File: src/mms_pkg.sv
// Purpose: Shared constants for the measurement sequencer
// Assumes: 125 MHz mclk, APB with 32-bit data
// Notes: Times are kept in their own units; cycle counts derive from them
package mms_pkg;
    localparam int MCLK_HZ = 125_000_000;
    localparam int LINE_HZ_DEF = 60;
    localparam int TENTH_HZ = 600;      // Fixed 1/600 s for low resolution
    localparam int TEST_MS = 5000;      // Segment test display time
    localparam int MSG_MS = 1000;       // Result message display time
    localparam int AVG_N = 10;          // Input conversions averaged per high-res reading
    localparam int DATA_W = 24;

    // Resolution codes
    localparam logic [1:0] RES_LOW = 2'h0;
    localparam logic [1:0] RES_MID = 2'h1;
    localparam logic [1:0] RES_HIGH = 2'h2;
    localparam logic [1:0] RES_RST = RES_MID;

    // Register byte offsets
    localparam logic [7:0] OFS_CTRL = 8'h00;
    localparam logic [7:0] OFS_STAT = 8'h04;
    localparam logic [7:0] OFS_INT_STAT = 8'h08;
    localparam logic [7:0] OFS_INT_MASK = 8'h0c;
    localparam logic [7:0] OFS_CAL_VAL = 8'h10;
    localparam logic [7:0] OFS_CAL_CMD = 8'h14;
    localparam logic [7:0] OFS_READING = 8'h18;
    localparam logic [7:0] OFS_OFFSET = 8'h1c;
    localparam logic [7:0] OFS_CAL_CONST = 8'h20;

    // Field positions
    localparam int CTRL_RUN = 0;
    localparam int STAT_RES = 0;        // Bits 1:0
    localparam int STAT_AUTOZERO_OFF_INDICATOR = 2;
    localparam int STAT_BUSY = 3;
    localparam int STAT_PASS = 4;
    localparam int STAT_ERR = 8;        // Bits 11:8
    localparam int STAT_CAL_SW = 12;
    localparam int CAL_START = 0;

    // Interrupt bits
    localparam int INT_W = 4;
    localparam int INT_RDY = 0;
    localparam int INT_TEST = 1;
    localparam int INT_CAL = 2;
    localparam int INT_CAL_REF = 3;

    localparam logic CTRL_RUN_RST = 1'b1;
endpackage

File: src/mms_conv.sv
// Purpose: Integration timer and converter handshake
// Assumes: adc_valid arrives after integrate falls
// Notes: One conversion per start pulse
`timescale 1ns/1ps
module mms_conv import mms_pkg::*; #(
    parameter int W = DATA_W,
    parameter int PLC_CYC = 2083333,
    parameter int TENTH_CYC = 208333
) (
    // Clock and reset
    input wire logic mclk,
    input wire logic nrst,
    // Control
    input wire logic start,
    input wire logic tenth,
    // Converter
    output logic integrate,
    input wire logic adc_valid,
    input wire logic [W-1:0] adc_data,
    // Result
    output logic done,
    output logic [W-1:0] data
);
    logic [31:0] cnt_r;
    logic wait_r;

    // Integration window, then wait for converter result
    always_ff @(posedge mclk or negedge nrst) begin
        if (!nrst) begin
            integrate <= 1'b0;
            wait_r <= 1'b0;
            cnt_r <= '0;
        end else if (start) begin
            integrate <= 1'b1;
            wait_r <= 1'b0;
            cnt_r <= tenth ? 32'(TENTH_CYC - 1) : 32'(PLC_CYC - 1);
        end else if (integrate) begin
            if (cnt_r == '0) begin
                integrate <= 1'b0;
                wait_r <= 1'b1;
            end
            cnt_r <= cnt_r - 32'h1;
        end else if (wait_r && adc_valid) begin
            wait_r <= 1'b0;
        end
    end

    // Result capture; stray converter strobes are ignored
    always_ff @(posedge mclk or negedge nrst) begin
        if (!nrst) begin
            done <= 1'b0;
            data <= '0;
        end else begin
            done <= wait_r && adc_valid && !start;
            if (wait_r && adc_valid) begin
                data <= adc_data;
            end
        end
    end
endmodule

File: src/mms_top.sv
// Purpose: Measurement sequencer: resolution, autozero, self-test, cal
// Assumes: Key inputs are one-cycle pulses synchronous to mclk
// Notes: Registers on APB; one level interrupt
//
// Design decisions made here: the APB register port and the register offsets.
`timescale 1ns/1ps
module mms_top import mms_pkg::*; #(
    parameter int W = DATA_W,
    parameter int LINE_HZ = LINE_HZ_DEF,
    parameter int PLC_CYC = MCLK_HZ / LINE_HZ,
    parameter int TENTH_CYC = MCLK_HZ / TENTH_HZ,
    parameter int TEST_CYC = (MCLK_HZ / 1000) * TEST_MS,
    parameter int MSG_CYC = (MCLK_HZ / 1000) * MSG_MS
) (
    // Clock and reset
    input wire logic mclk,
    input wire logic nrst,
    // APB slave
    input wire logic psel,
    input wire logic penable,
    input wire logic pwrite,
    input wire logic [7:0] paddr,
    input wire logic [31:0] pwdata,
    output logic [31:0] prdata,
    output logic pready,
    output logic pslverr,
    // Front panel keys
    input wire logic shift_key,
    input wire logic range_mode_key,
    input wire logic up_range_key,
    input wire logic down_range_key,
    input wire logic internal_trigger_key,
    input wire logic single_trigger_key,
    input wire logic single_trigger_held,
    // Range and function change events, cal switch
    input wire logic range_change,
    input wire logic function_change,
    input wire logic cal_switch,
    // Self-test fault flags: cal mem, work mem, prog mem, converter
    input wire logic [3:0] test_fail,
    // Converter and input switching
    output logic integrate,
    input wire logic adc_valid,
    input wire logic [W-1:0] adc_data,
    output logic input_short,
    // Display and result
    output logic autozero_off_indicator,
    output logic disp_all_on,
    output logic disp_pass,
    output logic disp_error,
    output logic [3:0] err_code,
    output logic [W-1:0] reading,
    output logic reading_done,
    output logic irq
);
    typedef enum logic [2:0] {
        ST_TEST = 3'h0,
        ST_MSG = 3'h1,
        ST_IDLE = 3'h2,
        ST_ZERO = 3'h3,
        ST_INPUT = 3'h4
    } mms_state_t;

    mms_state_t state_r;
    logic [31:0] tmr_r;
    logic [1:0] res_r;
    logic autozero_off_indicator_r, stale_r, shift_r, test_req_r, pwr_init_r;
    logic run_r, cal_req_r, conv_go_r;
    logic [3:0] avg_cnt_r;
    logic [W+3:0] acc_r;
    logic [W-1:0] offset_r, cal_val_r, cal_const_r;
    logic [INT_W-1:0] int_stat_r, int_mask_r, int_set;
    logic cv_done;
    logic [W-1:0] cv_data, corr, raw;
    logic [W+3:0] sum;
    logic wr, rd_setup, cal_wr, other_key;

    assign wr = psel && penable && pwrite;
    assign rd_setup = psel && !penable;
    assign cal_wr = wr && paddr == OFS_CAL_CMD && pwdata[CAL_START];
    assign other_key = range_mode_key || up_range_key || down_range_key
        || internal_trigger_key || single_trigger_key;
    assign corr = cv_data - offset_r;
    assign sum = acc_r + {{4{corr[W-1]}}, corr};
    // Ten-sample mean; constant divider traded for simple control
    assign raw = (res_r == RES_HIGH) ? W'(sum / (W+4)'(AVG_N)) : corr;

    mms_conv #(
        .W(W),
        .PLC_CYC(PLC_CYC),
        .TENTH_CYC(TENTH_CYC)
    ) u_conv (
        .mclk(mclk),
        .nrst(nrst),
        .start(conv_go_r),
        .tenth(res_r == RES_LOW),
        .integrate(integrate),
        .adc_valid(adc_valid),
        .adc_data(adc_data),
        .done(cv_done),
        .data(cv_data)
    );

    // Shift arming: any lower-row key consumes it
    always_ff @(posedge mclk or negedge nrst) begin
        if (!nrst) begin
            shift_r <= 1'b0;
        end else if (shift_key) begin
            shift_r <= 1'b1;
        end else if (other_key) begin
            shift_r <= 1'b0;
        end
    end

    // Resolution and autozero mode, reset by power-up state entry
    always_ff @(posedge mclk or negedge nrst) begin
        if (!nrst) begin
            res_r <= RES_RST;
            autozero_off_indicator_r <= 1'b0;
        end else if (pwr_init_r) begin
            res_r <= RES_RST;
            autozero_off_indicator_r <= 1'b0;
        end else if (shift_r && state_r != ST_TEST && state_r != ST_MSG) begin
            if (range_mode_key) begin
                res_r <= RES_HIGH;
            end else if (up_range_key) begin
                res_r <= RES_MID;
            end else if (down_range_key) begin
                res_r <= RES_LOW;
            end
            if (internal_trigger_key) begin
                autozero_off_indicator_r <= !autozero_off_indicator_r;
            end
        end
    end

    // Indicator follows the mode flop one cycle later
    always_ff @(posedge mclk or negedge nrst) begin
        if (!nrst) begin
            autozero_off_indicator <= 1'b0;
        end else begin
            autozero_off_indicator <= autozero_off_indicator_r;
        end
    end

    // Offset staleness; a renewal request beats the clear by the sequencer
    always_ff @(posedge mclk or negedge nrst) begin
        if (!nrst) begin
            stale_r <= 1'b1;
        end else if (pwr_init_r) begin
            stale_r <= 1'b1;
        end else if (shift_r && internal_trigger_key && !autozero_off_indicator_r) begin
            stale_r <= 1'b1;
        end else if (autozero_off_indicator_r && (range_change || function_change
            || (shift_r && (range_mode_key || up_range_key
            || down_range_key)) || cal_wr)) begin
            stale_r <= 1'b1;
        end else if (state_r == ST_ZERO && cv_done) begin
            stale_r <= 1'b0;
        end
    end

    // Self-test request via shift plus single trigger
    always_ff @(posedge mclk or negedge nrst) begin
        if (!nrst) begin
            test_req_r <= 1'b0;
        end else if (shift_r && single_trigger_key) begin
            test_req_r <= 1'b1;
        end else if (state_r == ST_TEST) begin
            test_req_r <= 1'b0;
        end
    end

    // Calibration request, gated by the rear enable switch
    always_ff @(posedge mclk or negedge nrst) begin
        if (!nrst) begin
            cal_req_r <= 1'b0;
        end else if (cal_wr && cal_switch) begin
            cal_req_r <= 1'b1;
        end else if (state_r == ST_INPUT && cv_done && cal_req_r
            && (res_r != RES_HIGH || avg_cnt_r == 4'(AVG_N - 1))) begin
            cal_req_r <= 1'b0;
        end
    end

    // Main sequencer: self-test, message, offset and input conversions
    always_ff @(posedge mclk or negedge nrst) begin
        if (!nrst) begin
            state_r <= ST_TEST;
            tmr_r <= 32'(TEST_CYC - 1);
            conv_go_r <= 1'b0;
            pwr_init_r <= 1'b0;
            input_short <= 1'b0;
            disp_all_on <= 1'b1;
            disp_pass <= 1'b0;
            disp_error <= 1'b0;
            err_code <= 4'h0;
            avg_cnt_r <= 4'h0;
            acc_r <= '0;
            offset_r <= '0;
            cal_const_r <= '0;
            reading <= '0;
            reading_done <= 1'b0;
        end else begin
            conv_go_r <= 1'b0;
            pwr_init_r <= 1'b0;
            reading_done <= 1'b0;
            unique case (state_r)
                ST_TEST: begin
                    disp_all_on <= 1'b1;
                    if (tmr_r == '0) begin
                        disp_all_on <= 1'b0;
                        err_code <= test_fail;
                        disp_pass <= test_fail == 4'h0;
                        disp_error <= test_fail != 4'h0;
                        tmr_r <= 32'(MSG_CYC - 1);
                        state_r <= ST_MSG;
                    end else begin
                        tmr_r <= tmr_r - 32'h1;
                    end
                end
                ST_MSG: begin
                    if (tmr_r != '0) begin
                        tmr_r <= tmr_r - 32'h1;
                    end else if (!single_trigger_held) begin
                        disp_pass <= 1'b0;
                        disp_error <= 1'b0;
                        pwr_init_r <= 1'b1;
                        offset_r <= '0;
                        state_r <= ST_IDLE;
                    end
                end
                ST_IDLE: begin
                    avg_cnt_r <= 4'h0;
                    acc_r <= '0;
                    if (test_req_r) begin
                        tmr_r <= 32'(TEST_CYC - 1);
                        input_short <= 1'b0;
                        state_r <= ST_TEST;
                    end else if (run_r && !pwr_init_r) begin
                        conv_go_r <= 1'b1;
                        if (!autozero_off_indicator_r || stale_r) begin
                            input_short <= 1'b1;
                            state_r <= ST_ZERO;
                        end else begin
                            state_r <= ST_INPUT;
                        end
                    end
                end
                ST_ZERO: begin
                    if (cv_done) begin
                        offset_r <= cv_data;
                        input_short <= 1'b0;
                        conv_go_r <= 1'b1;
                        state_r <= ST_INPUT;
                    end
                end
                ST_INPUT: begin
                    if (cv_done) begin
                        acc_r <= sum;
                        avg_cnt_r <= avg_cnt_r + 4'h1;
                        if (res_r == RES_HIGH
                            && avg_cnt_r != 4'(AVG_N - 1)) begin
                            conv_go_r <= 1'b1;
                        end else begin
                            if (cal_req_r) begin
                                cal_const_r <= cal_val_r - raw;
                                reading <= cal_val_r;
                            end else begin
                                reading <= raw + cal_const_r;
                            end
                            reading_done <= 1'b1;
                            state_r <= ST_IDLE;
                        end
                    end
                end
            endcase
        end
    end

    // Event sources for the sticky status
    assign int_set[INT_RDY] = reading_done;
    assign int_set[INT_TEST] = pwr_init_r;
    assign int_set[INT_CAL] = state_r == ST_INPUT && cv_done && cal_req_r
        && (res_r != RES_HIGH || avg_cnt_r == 4'(AVG_N - 1));
    assign int_set[INT_CAL_REF] = cal_wr && !cal_switch;

    // Sticky status, write one to clear; a same-cycle event wins
    always_ff @(posedge mclk or negedge nrst) begin
        if (!nrst) begin
            int_stat_r <= '0;
        end else if (wr && paddr == OFS_INT_STAT) begin
            int_stat_r <= (int_stat_r & ~pwdata[INT_W-1:0]) | int_set;
        end else begin
            int_stat_r <= int_stat_r | int_set;
        end
    end

    // Interrupt level
    always_ff @(posedge mclk or negedge nrst) begin
        if (!nrst) begin
            irq <= 1'b0;
        end else begin
            irq <= |(int_stat_r & int_mask_r);
        end
    end

    // Writable registers
    always_ff @(posedge mclk or negedge nrst) begin
        if (!nrst) begin
            run_r <= CTRL_RUN_RST;
            int_mask_r <= '0;
            cal_val_r <= '0;
        end else if (wr) begin
            if (paddr == OFS_CTRL) begin
                run_r <= pwdata[CTRL_RUN];
            end
            if (paddr == OFS_INT_MASK) begin
                int_mask_r <= pwdata[INT_W-1:0];
            end
            if (paddr == OFS_CAL_VAL) begin
                cal_val_r <= pwdata[W-1:0];
            end
        end
    end

    // Read data and error latched in setup; zero-wait access phase
    always_ff @(posedge mclk or negedge nrst) begin
        if (!nrst) begin
            prdata <= '0;
            pslverr <= 1'b0;
            pready <= 1'b0;
        end else begin
            pready <= 1'b1;
            if (rd_setup) begin
                pslverr <= 1'b0;
                prdata <= '0;
                unique case (paddr)
                    OFS_CTRL: prdata[CTRL_RUN] <= run_r;
                    OFS_STAT: begin
                        prdata[STAT_RES+1:STAT_RES] <= res_r;
                        prdata[STAT_AUTOZERO_OFF_INDICATOR] <= autozero_off_indicator_r;
                        prdata[STAT_BUSY] <= state_r != ST_IDLE;
                        prdata[STAT_PASS] <= err_code == 4'h0;
                        prdata[STAT_ERR+3:STAT_ERR] <= err_code;
                        prdata[STAT_CAL_SW] <= cal_switch;
                    end
                    OFS_INT_STAT: prdata[INT_W-1:0] <= int_stat_r;
                    OFS_INT_MASK: prdata[INT_W-1:0] <= int_mask_r;
                    OFS_CAL_VAL: prdata[W-1:0] <= cal_val_r;
                    OFS_CAL_CMD: prdata[CAL_START] <= cal_req_r;
                    OFS_READING: prdata[W-1:0] <= reading;
                    OFS_OFFSET: prdata[W-1:0] <= offset_r;
                    OFS_CAL_CONST: prdata[W-1:0] <= cal_const_r;
                    default: pslverr <= 1'b1; // Unmapped address
                endcase
            end
        end
    end
endmodule

File: config.mk
export PLATFORM = sky130hd
export DESIGN_NAME = mms_top
export DESIGN_NICKNAME = d
export VERILOG_FILES = /design/src/mms_pkg.sv /design/src/mms_conv.sv /design/src/mms_top.sv
export SDC_FILE = /design/constraint.sdc
export NUM_CORES = 1
export LEC_CHECK = 0
export BUFFER_PORTS_ARGS = -buffer_cell sky130_fd_sc_hd__buf_4
export CORE_MARGIN = 2
export CORE_UTILIZATION = 40
export CTS_CLUSTER_SIZE = 28
export DETAILED_ROUTE_END_ITERATION = 16
export RECOVER_POWER = 100
export SKIP_LAST_GASP = 1
export SYNTH_ARGS = -nofsm -noshare
export SYNTH_HDL_FRONTEND = slang
export SYNTH_SLANG_ARGS = --single-unit
File: constraint.sdc
create_clock -name mclk -period 20.9 [get_ports mclk]
set_input_delay 2.09 -clock mclk [delete_from_list [all_inputs] [get_ports mclk]]
set_output_delay 2.09 -clock mclk [all_outputs]
set_load 0.02 [all_outputs]
==> qor.yml, run 1 <==
outcome:
  status: "finished, violations left"
  violations: "capacitance limit, slew limit"
floorplan:
  ios: 154
  start_util_pct: 40.4
  die_h_um: 234
  dieArea_mm2: 0.0549
  dieWidth_um: 234
  core-area_mm2: 0.0526
  rows: 84
worst_setup_path:
  worst-path-stages: 84
  reg2regPathDepth: 84
  r2r_setup_slack_ps: 1370
  critPathLaunchType: "register"
  cp_slowest_stage_delay_ps: 540
  cp_num_buf_inv: 2
  critical-path-top-delay-family: "compound AO/OA/AOI/OAI gates"
  critPathCaptureType: "register"
  slowest_stage: "or3_1"
  crit_type: "register to register"
  cp_data_required_time_ps: 21290
  crit_top_cell: "a21oi_1"
  crit_arrival_ps: 19920
  cp_max_fo: 15
global_route:
  grt_pass1_vias: 18700
  grt_usage_pct: 23.4
  antenna_found_initial: 1
  grt_max_degree: 85
  grt_pass1_wl_um: 103000
  overflow: 0
clock_network:
  cts_sinks: 277
  hold_buffers: 0
  clock-root-buffer: "clkbuf_16"
  tritoncts: "yes"
  numCtsBuffers: 36
  clk_pin_slew_ps: 60
  clock_latency_ps: 570
  cts_max_level: 2
  cts_buffer_depth: 3
worst_hold_path:
  hold_class: "register to register"
  whs_path_depth: 2
detailed_routing:
  totalWireLength_um: 64600
  postRouteAntennaNets: 0
  vias: 19200
  vias_per_cell: 5.87
  drt-wirelength-per-cell_um: 19.7
  drc_errors: 0
  drt_iter0_drc: 1559
  drt_pass1_iterations: 6
synth:
  yosys_warnings: 0
  synth_edf_count: 0
  ys_types: 122
  synthFlopType: "dfrtp_1"
  synth_cells: 2485
  yosysSeqAreaShare_pct: 32.8
  async_flop_share_pct: 100
  synth.cell_area_mm2: 0.0212
  syn_avg_cell_area_um2: 8.54
  ys_ff_latch: 277
placement:
  dpl.hpwl_um: 47900
  io_buffers: 137
  place_congestion: 0.907
cells_and_area:
  drive_gt1_share_pct: 13.6
  fin_nets: 2749
  synthToLayoutAreaGrowth_pct: 12.0
timing:
  finalSetupViolCount: 0
  max-slew-margin-rel_pct: -223
  fin_crit_ps: 19530
  finClkSkew_ps: 34.1
  finalSetupTns_ps: 0
  worst_pin_slew_ps: 4850
  finalCritPeriodShare_pct: 93.5
  report.final.slew_viol_count: 430
  fmax_mhz: 51.2
  finalHoldViolCount: 0
run:
  maxCapViolCount: 10
-- cell type report --
class	count	area, um2
inverters	104	390
fillers	5242	28800
diodes	1	2.50
clock buffers	48	1010
flip-flops and latches	277	6960
clock inverters	18	169
multi-input cells	1963	13400
well taps	688	861
repair buffers	178	1030
-- state kept, by name, summed over array words and instances, names as in the netlist, 2 cells and up --
signal,cells
tmr_r,32
u_conv.cnt_r,32
acc_r,28
cal_const_r,24
cal_val_r,24
offset_r,24
prdata,24
reading,24
u_conv.data,24
avg_cnt_r,4
err_code,4
int_mask_r,4
int_stat_r,4
state_r,3
res_r,2
-- kinds of logic after synthesis --
kind of cell / after synthesis / synth area share (%)
buf+inv: 252 / 5.11
fa+ha+maj: 109 / 6.53
xor+xnor: 150 / 6.30
other cells: 2 / 0.0354
flops: 277 / 32.8
compound gates: 803 / 25.9
simple gates: 786 / 17.6
mux: 106 / 5.74
-- metrics by stage --
step	util [%]	area, um2	hold WS, ps	setup WS, ps	instances
finish	45.2	23800	465	1370	3277
global route	45.2	23800	475	-1.73	3277
CTS	45.5	23900	469	453	3271
detailed placement	43.3	22700	453	676	3205
global placement	43.3	22700	450	765	3205
floorplan	-	21300	450	4720	2492
-- repair_timing --
action | CTS | global route
gates resized for setup | 0 | 29
endpoints found under the setup margin | 0 | 15
setup buffers | 0 | 5
-- layer usage --
layer,wire (um),track usage (%),vias up
met4,1960,7.78,0
met5,0,0,-
met2,30400,38.7,539
met1,29200,31.8,9337
met3,3010,2.98,93
li1,-,-,9262
-- cells in the mapped netlist, types with 15 or more instances --
| master | count | area [um2] |
|---|---|---|
| a211oi_1 | 19 | 143 |
| a21o_1 | 50 | 375 |
| a21oi_1 | 182 | 911 |
| a222oi_1 | 20 | 200 |
| a31oi_1 | 24 | 150 |
| and2_1 | 15 | 93.8 |
| and3_1 | 22 | 138 |
| buf_2 | 20 | 100 |
| buf_4 | 16 | 120 |
| clkbuf_1 | 98 | 368 |
| dfrtp_1 | 257 | 6430 |
| dfstp_2 | 20 | 526 |
| ha_1 | 101 | 1260 |
| inv_1 | 103 | 387 |
| mux2_2 | 84 | 946 |
| mux2i_1 | 16 | 160 |
| nand2_1 | 256 | 961 |
| nand2b_1 | 23 | 144 |
| nand3_1 | 88 | 440 |
| nand4_1 | 25 | 156 |
| nor2_1 | 188 | 706 |
| nor3_1 | 56 | 280 |
| nor4_1 | 33 | 206 |
| o211ai_1 | 23 | 173 |
| o21ai_0 | 209 | 1050 |
| o21ai_1 | 24 | 120 |
| o21bai_1 | 44 | 330 |
| o31ai_1 | 28 | 210 |
| or3_1 | 19 | 119 |
| xnor2_1 | 95 | 832 |
| xor2_1 | 52 | 455 |
-- worst min-delay path, cell delays in order, from the launching register on --
cell     delay (ps)
dfstp_2         370
inv_1            40
a21oi_1          50
-- layout by cell type, fill, tap and decap left out, types with 12 or more instances in the layout --
cell type and n:
a211oi_1 18, a21o_1 50, a21oi_1 182, a222oi_1 20, a31oi_1 25, and2_1 12
and3_1 20, buf_4 96, clkbuf_1 89, clkbuf_16 37, dfrtp_1 257, dfstp_2 20
ha_1 101, inv_1 103, mux2_2 84, mux2i_1 16, nand2_1 255, nand2b_1 23
nand3_1 87, nand4_1 25, nor2_1 188, nor3_1 55, nor4_1 32, o211ai_1 23
o21ai_0 213, o21ai_1 21, o21bai_1 44, o31ai_1 29, or3_1 19, xnor2_1 95
xor2_1 52
-- worst paths after layout --
check | startpoint | to
max | offset_r[0] | reading[23]
max reg2reg | offset_r[0] | reading[23]
max in group asynchronous | nrst | cal_const_r[1]
min in group asynchronous | nrst | u_conv.cnt_r[3]
min reg2reg | disp_all_on | disp_all_on
min | disp_all_on | disp_all_on
Power of run 1 is left out: the tool's default activity adds up to more than one toggle a clock period on the data nets, which glitch-free logic cannot reach.
==> run 2: changes to the inputs <==
--- a/config.mk
+++ b/config.mk
@@ -14,4 +14,5 @@
 export SKIP_LAST_GASP = 1
 export SYNTH_ARGS = -nofsm -noshare
 export SYNTH_HDL_FRONTEND = slang
+export SYNTH_HIERARCHICAL = 1
 export SYNTH_SLANG_ARGS = --single-unit
==> run 2 against run 1 <==
Against the previous run:
- the run still ends with capacitance limit, slew limit left
- via count shrank 1.8%
- utilization shrank 0.23 points
- clock skew shrank 5.6 ps
- register-to-register slack lost 90 ps
- sequential share of layout area grew 0.80 points
==> qor.yml, run 2 <==
outcome:
  status: "finished, violations left"
  violations: "capacitance limit, slew limit"
clock_network:
  cts_buffer_depth: 3
  tritoncts: "yes"
  clk_pin_slew_ps: 60
  cts_sinks: 277
  numCtsBuffers: 31
  clock-root-buffer: "clkbuf_16"
  hold_buffers: 0
  clock_latency_ps: 610
  cts_max_level: 1
global_route:
  grt_max_degree: 174
  overflow: 0
  antenna_found_initial: 1
  grt_pass1_vias: 18300
  grt_pass1_wl_um: 98800
  grt_usage_pct: 22.6
pwr:
  swShare_pct: 24.6
  p_per_area_mw_per_mm2: 52.1
  p_clk_share_pct: 47.9
  leakagePower_nw: 10.8
  p_sw_w: 0.000296
  p_int_w: 0.000910
  peakVddDrop_mv: 0.0766
  pwr-share-seq_pct: 45.3
  share_comb_of_total_power_pct: 6.8
synth:
  synth_top_area_cell: "dfrtp_1"
  async_flop_share_pct: 100
  synthFlopType: "dfrtp_1"
  netlist.area_leader.share_pct: 30.9
  synth.cell_area_mm2: 0.0208
  yosysSeqAreaShare_pct: 33.4
  ys_ff_latch: 277
  yosys_warnings: 6
  ys_top_cells_by_count: "257 x dfrtp_1, 246 x nand2_1, 204 x a21oi_1"
  syn_avg_cell_area_um2: 8.61
  synthTopCellsByArea: "dfrtp_1 31%, ha_1 6.1%, a21oi_1 4.9%"
  yosys.cell_count.top_type: "dfrtp_1"
  synth_cells: 2415
  synth_edf_count: 0
  ys_types: 117
worst_setup_path:
  crit_type: "register to register"
  cp_data_required_time_ps: 21360
  critPathCaptureType: "register"
  crit_top_cell: "a21oi_1"
  slowest_stage: "or4b_1"
  crit_arrival_ps: 20080
  cp_slowest_stage_delay_ps: 690
  cp_max_fo: 12
  critPathLaunchType: "register"
floorplan:
  ios: 154
  rows: 83
  dieWidth_um: 232
  die_h_um: 232
  core-area_mm2: 0.0514
  start_util_pct: 40.5
  dieArea_mm2: 0.0538
timing:
  finalCritPeriodShare_pct: 93.9
  finClkSkew_ps: 28.5
  finalSetupViolCount: 0
  finalSetupTns_ps: 0
  fmax_mhz: 51.0
  max-slew-margin-rel_pct: -500
  finalHoldViolCount: 0
  report.final.slew_viol_count: 477
  timing.hold.ws_ps: 481
  worst_pin_slew_ps: 9000
  rsz0062_at_grt: "false"
  fin_crit_ps: 19620
run:
  maxCapViolCount: 9
cells_and_area:
  fin_util_pct: 45.0
  register_area_mm2: 0.00696
  fin_nets: 2684
  synthToLayoutAreaGrowth_pct: 11.2
  mostFrequentLayoutCells: "257 x dfrtp_1, 245 x nand2_1, 204 x a21oi_1, 192 x nor2_1, 149 x o21ai_0"
  top_regs: "tmr_r x32, u_conv/cnt_r x32, acc_r x28"
  n_antenna_cell: 0
  fill_cells: 5098
  mostFrequentLayoutCell: "dfrtp_1"
  drive_gt1_share_pct: 11.9
  multi_input_area_mm2: 0.0129
worst_hold_path:
  hold_class: "register to register"
detailed_routing:
  drc_errors: 0
  totalWireLength_um: 61600
  vias_per_cell: 5.90
  postRouteAntennaNets: 0
  drt_pass1_iterations: 6
  vias: 18900
  drt-wirelength-per-cell_um: 19.3
  drt_iter0_drc: 1474
placement:
  place_congestion: 0.859
  io_buffers: 137
  dpl.hpwl_um: 45200
run 2: cell types whose count changed after synthesis, moves of 14 or more:
cell and delta:
a21oi_1 +22, a22o_1 +35, mux2_2 -14, o31ai_1 -18, clkbuf_1 -15, o21ai_0 -60
run 2: cell families after synthesis:
group / after synthesis / synth area share, %
simple gates: 780 / 18.1
compound gates: 766 / 25.5
flops: 277 / 33.4
buf+inv: 234 / 4.70
xor+xnor: 149 / 6.34
fa+ha+maj: 105 / 6.46
mux: 102 / 5.40
other cells: 2 / 0.0361
run 2: worst paths after layout:
| path | start | to | slack (ps) | depth (start not counted) |
|---|---|---|---|---|
| worst max-delay path | u_conv/data[0] | reading[22] | 1280 | 83 |
| worst min-delay path | pslverr | pslverr | 480 | 1 |
| worst max register to register | u_conv/data[0] | reading[22] | 1280 | 83 |
| worst min register to register | pslverr | pslverr | 480 | 1 |
| max in group asynchronous | nrst | tmr_r[18] | 6490 | 2 |
| min in group asynchronous | nrst | pready | 3580 | 1 |
run 2: final cells by class:
type	count	area share, %
clock buffer	47	3.96
clock inverter	11	0.660
inverter	111	1.80
multi-input combinational	1911	55.8
sequential	277	30.1
tap	680	3.68
timing repair buffer	163	3.99
run 2: layer usage:
metal  vias up  GRT usage, %  share of wire [%]
met5         -             0              0.026
li1       9031             -                  -
met3       100          3.13                5.0
met4         2          5.25                2.5
met1      9241          30.6                 45
met2       509          38.0                 47
run 2: critical path: cells and delay by family, from the launching register on:
kind / cells / cell delay, ps
muxes: 4 / 1270
buffers and inverters: 2 / 360
adders and majority gates: 5 / 1550
and+or+nand+nor: 18 / 4340
DFF: 1 / 390
AOI/OAI and AO/OA: 50 / 10800
xor gates and xnor gates: 4 / 730
run 2: per-stage QoR:
step,setup WS [ps],area (um2),total power (W),cells
after floorplan,4370,20800,0.000600,2422
after global placement,1220,22300,0.000640,3138
after detailed placement,1010,22300,0.000641,3138
after CTS,906,23400,0.00122,3196
after global routing,5.18,23100,0.00125,3200
final,1280,23100,0.00121,3200
run 2: what timing repair did:
action | in CTS | in global routing
gates resized for setup | 0 | 10
endpoints found under the setup margin | 0 | 10
setup buffers | 0 | 4
run 2: power by group through the flow:
| stage | Clock [W] | Sequential [W] | Combinational (W) |
|---|---|---|---|
| 3_3_place_gp | 0 | 0.000556 | 0.0000840 |
| 2_1_floorplan | 0 | 0.000556 | 0.0000438 |
| 5_1_grt | 0.000613 | 0.000547 | 0.0000925 |
| 4_1_cts | 0.000591 | 0.000546 | 0.0000860 |
| 6_report | 0.000577 | 0.000546 | 0.0000825 |
| 3_5_place_dp | 0 | 0.000556 | 0.0000854 |
Power figures use the tool's default switching activity.
==> run 3: changes to the inputs <==
--- a/config.mk
+++ b/config.mk
@@ -5,11 +5,11 @@
 export SDC_FILE = /design/constraint.sdc
 export NUM_CORES = 1
 export LEC_CHECK = 0
-export BUFFER_PORTS_ARGS = -buffer_cell sky130_fd_sc_hd__buf_4
 export CORE_MARGIN = 2
 export CORE_UTILIZATION = 40
 export CTS_CLUSTER_SIZE = 28
 export DETAILED_ROUTE_END_ITERATION = 16
+export DONT_BUFFER_PORTS = 1
 export RECOVER_POWER = 100
 export SKIP_LAST_GASP = 1
 export SYNTH_ARGS = -nofsm -noshare
==> run 3 against run 2 <==
Against the previous run:
- highest routed layer unchanged
- non-clock buffer count fell by 139
- maximum frequency up 0.56%
- largest cell class unchanged
- largest power group unchanged
- the flow still finishes with violations (capacitance limit, slew limit)
- combinational power shrank 33%
==> qor.yml, run 3 (synthesized netlist as in run 2, its figures left out) <==
detailed_routing:
  vias: 18300
  totalWireLength_um: 60700
  vias_per_cell: 5.98
  postRouteAntennaNets: 0
  drt_pass1_iterations: 8
  drt_iter0_drc: 1189
  drc_errors: 0
  drt-wirelength-per-cell_um: 19.8
timing:
  finalHoldViolCount: 0
  finalSetupViolCount: 0
  finClkSkew_ps: 30.0
  timing.hold.ws_ps: 501
  fmax_mhz: 51.2
  report.final.slew_viol_count: 236
  finalSetupTns_ps: 0
  finalCritPeriodShare_pct: 93.4
  max-slew-margin-rel_pct: -50.9
  rsz0062_at_grt: "false"
  worst_pin_slew_ps: 2260
  fin_crit_ps: 19510
worst_setup_path:
  critPathCaptureType: "register"
  crit_arrival_ps: 19930
  crit_top_cell: "a21oi_1"
  slowest_stage: "or4b_1"
  crit_type: "register to register"
  cp_slowest_stage_delay_ps: 650
  cp_max_fo: 9
  cp_data_required_time_ps: 21320
  critPathLaunchType: "register"
placement:
  place_congestion: 0.892
  dpl.hpwl_um: 44500
  io_buffers: 0
cells_and_area:
  mostFrequentLayoutCell: "dfrtp_1"
  fin_nets: 2545
  register_area_mm2: 0.00696
  fin_util_pct: 43.4
  drive_gt1_share_pct: 9.96
  mostFrequentLayoutCells: "256 x dfrtp_1, 246 x nand2_1, 203 x a21oi_1, 192 x nor2_1, 149 x o21ai_0"
  multi_input_area_mm2: 0.0129
  top_regs: "tmr_r x32, u_conv/cnt_r x32, acc_r x28"
  synthToLayoutAreaGrowth_pct: 7.32
  fill_cells: 4986
clock_network:
  tritoncts: "yes"
  clock-root-buffer: "clkbuf_16"
  cts_sinks: 277
  cts_buffer_depth: 3
  clock_latency_ps: 590
  hold_buffers: 0
  clk_pin_slew_ps: 60
  numCtsBuffers: 31
  cts_max_level: 1
outcome:
  violations: "capacitance limit, slew limit"
  status: "finished, violations left"
floorplan:
  dieWidth_um: 232
  die_h_um: 232
  ios: 154
  dieArea_mm2: 0.0538
  core-area_mm2: 0.0514
  rows: 83
  start_util_pct: 40.5
global_route:
  grt_pass1_vias: 17800
  overflow: 0
  grt_max_degree: 278
  grt_usage_pct: 22.0
  antenna_found_initial: 9
  grt_pass1_wl_um: 96100
pwr:
  p_per_area_mw_per_mm2: 52.2
  leakagePower_nw: 10.3
  peakVddDrop_mv: 0.0721
  report.power.total_w: 0.00116
worst_hold_path:
  hold_class: "register to register"
run:
  maxCapViolCount: 8
==> run 3: cell types whose count changed in the layout (fill, tap and decap cells not counted), sizes merged <==
cell,before,now
clkinv,3,10
bufinv,3,2
clkbuf,128,52
diode,0,2
buf,82,12
==> run 3: what timing repair did <==
| action | in CTS | in global routing |
|---|---|---|
| gates resized for setup | 0 | 12 |
| endpoints found under the setup margin | 0 | 8 |
| setup buffers | 0 | 4 |
==> run 3: through the flow <==
step / setup WS (ps) / area, um2 / cells
2_1_floorplan: 4370 / 20800 / 2422
3_3_place_gp: 1390 / 21300 / 2999
3_5_place_dp: 1160 / 21300 / 2999
4_1_cts: 1010 / 22300 / 3056
5_1_grt: 58.1 / 22300 / 3060
6_report: 1390 / 22300 / 3062
==> run 3: final cells by class <==
cell class,count,area share [%]
Antenna cell,2,0.0224
Multi-Input combinational cell,1911,57.9
Tap cell,680,3.81
Timing Repair Buffer,24,0.605
Sequential cell,277,31.2
Inverter,111,1.87
Clock buffer,40,3.98
Clock inverter,17,0.689
==> run 3: power by group <==
group          leakage, nW  internal (W)  total (W)  switching (W)
clock                0.518      0.000325   0.000561       0.000236
combinational         6.08     0.0000206  0.0000550      0.0000344
sequential            3.74      0.000541   0.000549     0.00000802
==> run 3: critical path, delay by kind of cell, from the launching register on <==
family | cells | cell delay, ps
multiplexers | 3 | 1140
adder cells (fa/ha/maj) | 4 | 1120
flip-flops | 1 | 380
AO/OA/AOI/OAI | 57 | 12680
AND/OR/NAND/NOR | 15 | 3610
buffers and inverters | 1 | 110
XOR/XNOR | 2 | 280
==> run 3: path summary, 6_finish.rpt <==
kind | depth (start not counted) | to | start | slack, ps
setup reg to reg | 82 | reading[23] | u_conv/data[0] | 1390
max in group asynchronous | 0 | acc_r[15] | nrst | 19230
min in group asynchronous | 0 | prdata[8] | nrst | 1200
setup / recovery | 82 | reading[23] | u_conv/data[0] | 1390
hold / removal | 2 | tmr_r[13] | tmr_r[13] | 500
hold reg to reg | 2 | tmr_r[13] | tmr_r[13] | 500
==> run 3: per-layer routing <==
layer | GRT usage [%] | vias up | wire [um]
met4 | 7.41 | 12 | 2010
met2 | 36.8 | 523 | 28500
met5 | 0 | - | 80
met3 | 4.16 | 108 | 3970
li1 | - | 8767 | -
met1 | 28.6 | 8907 | 26100
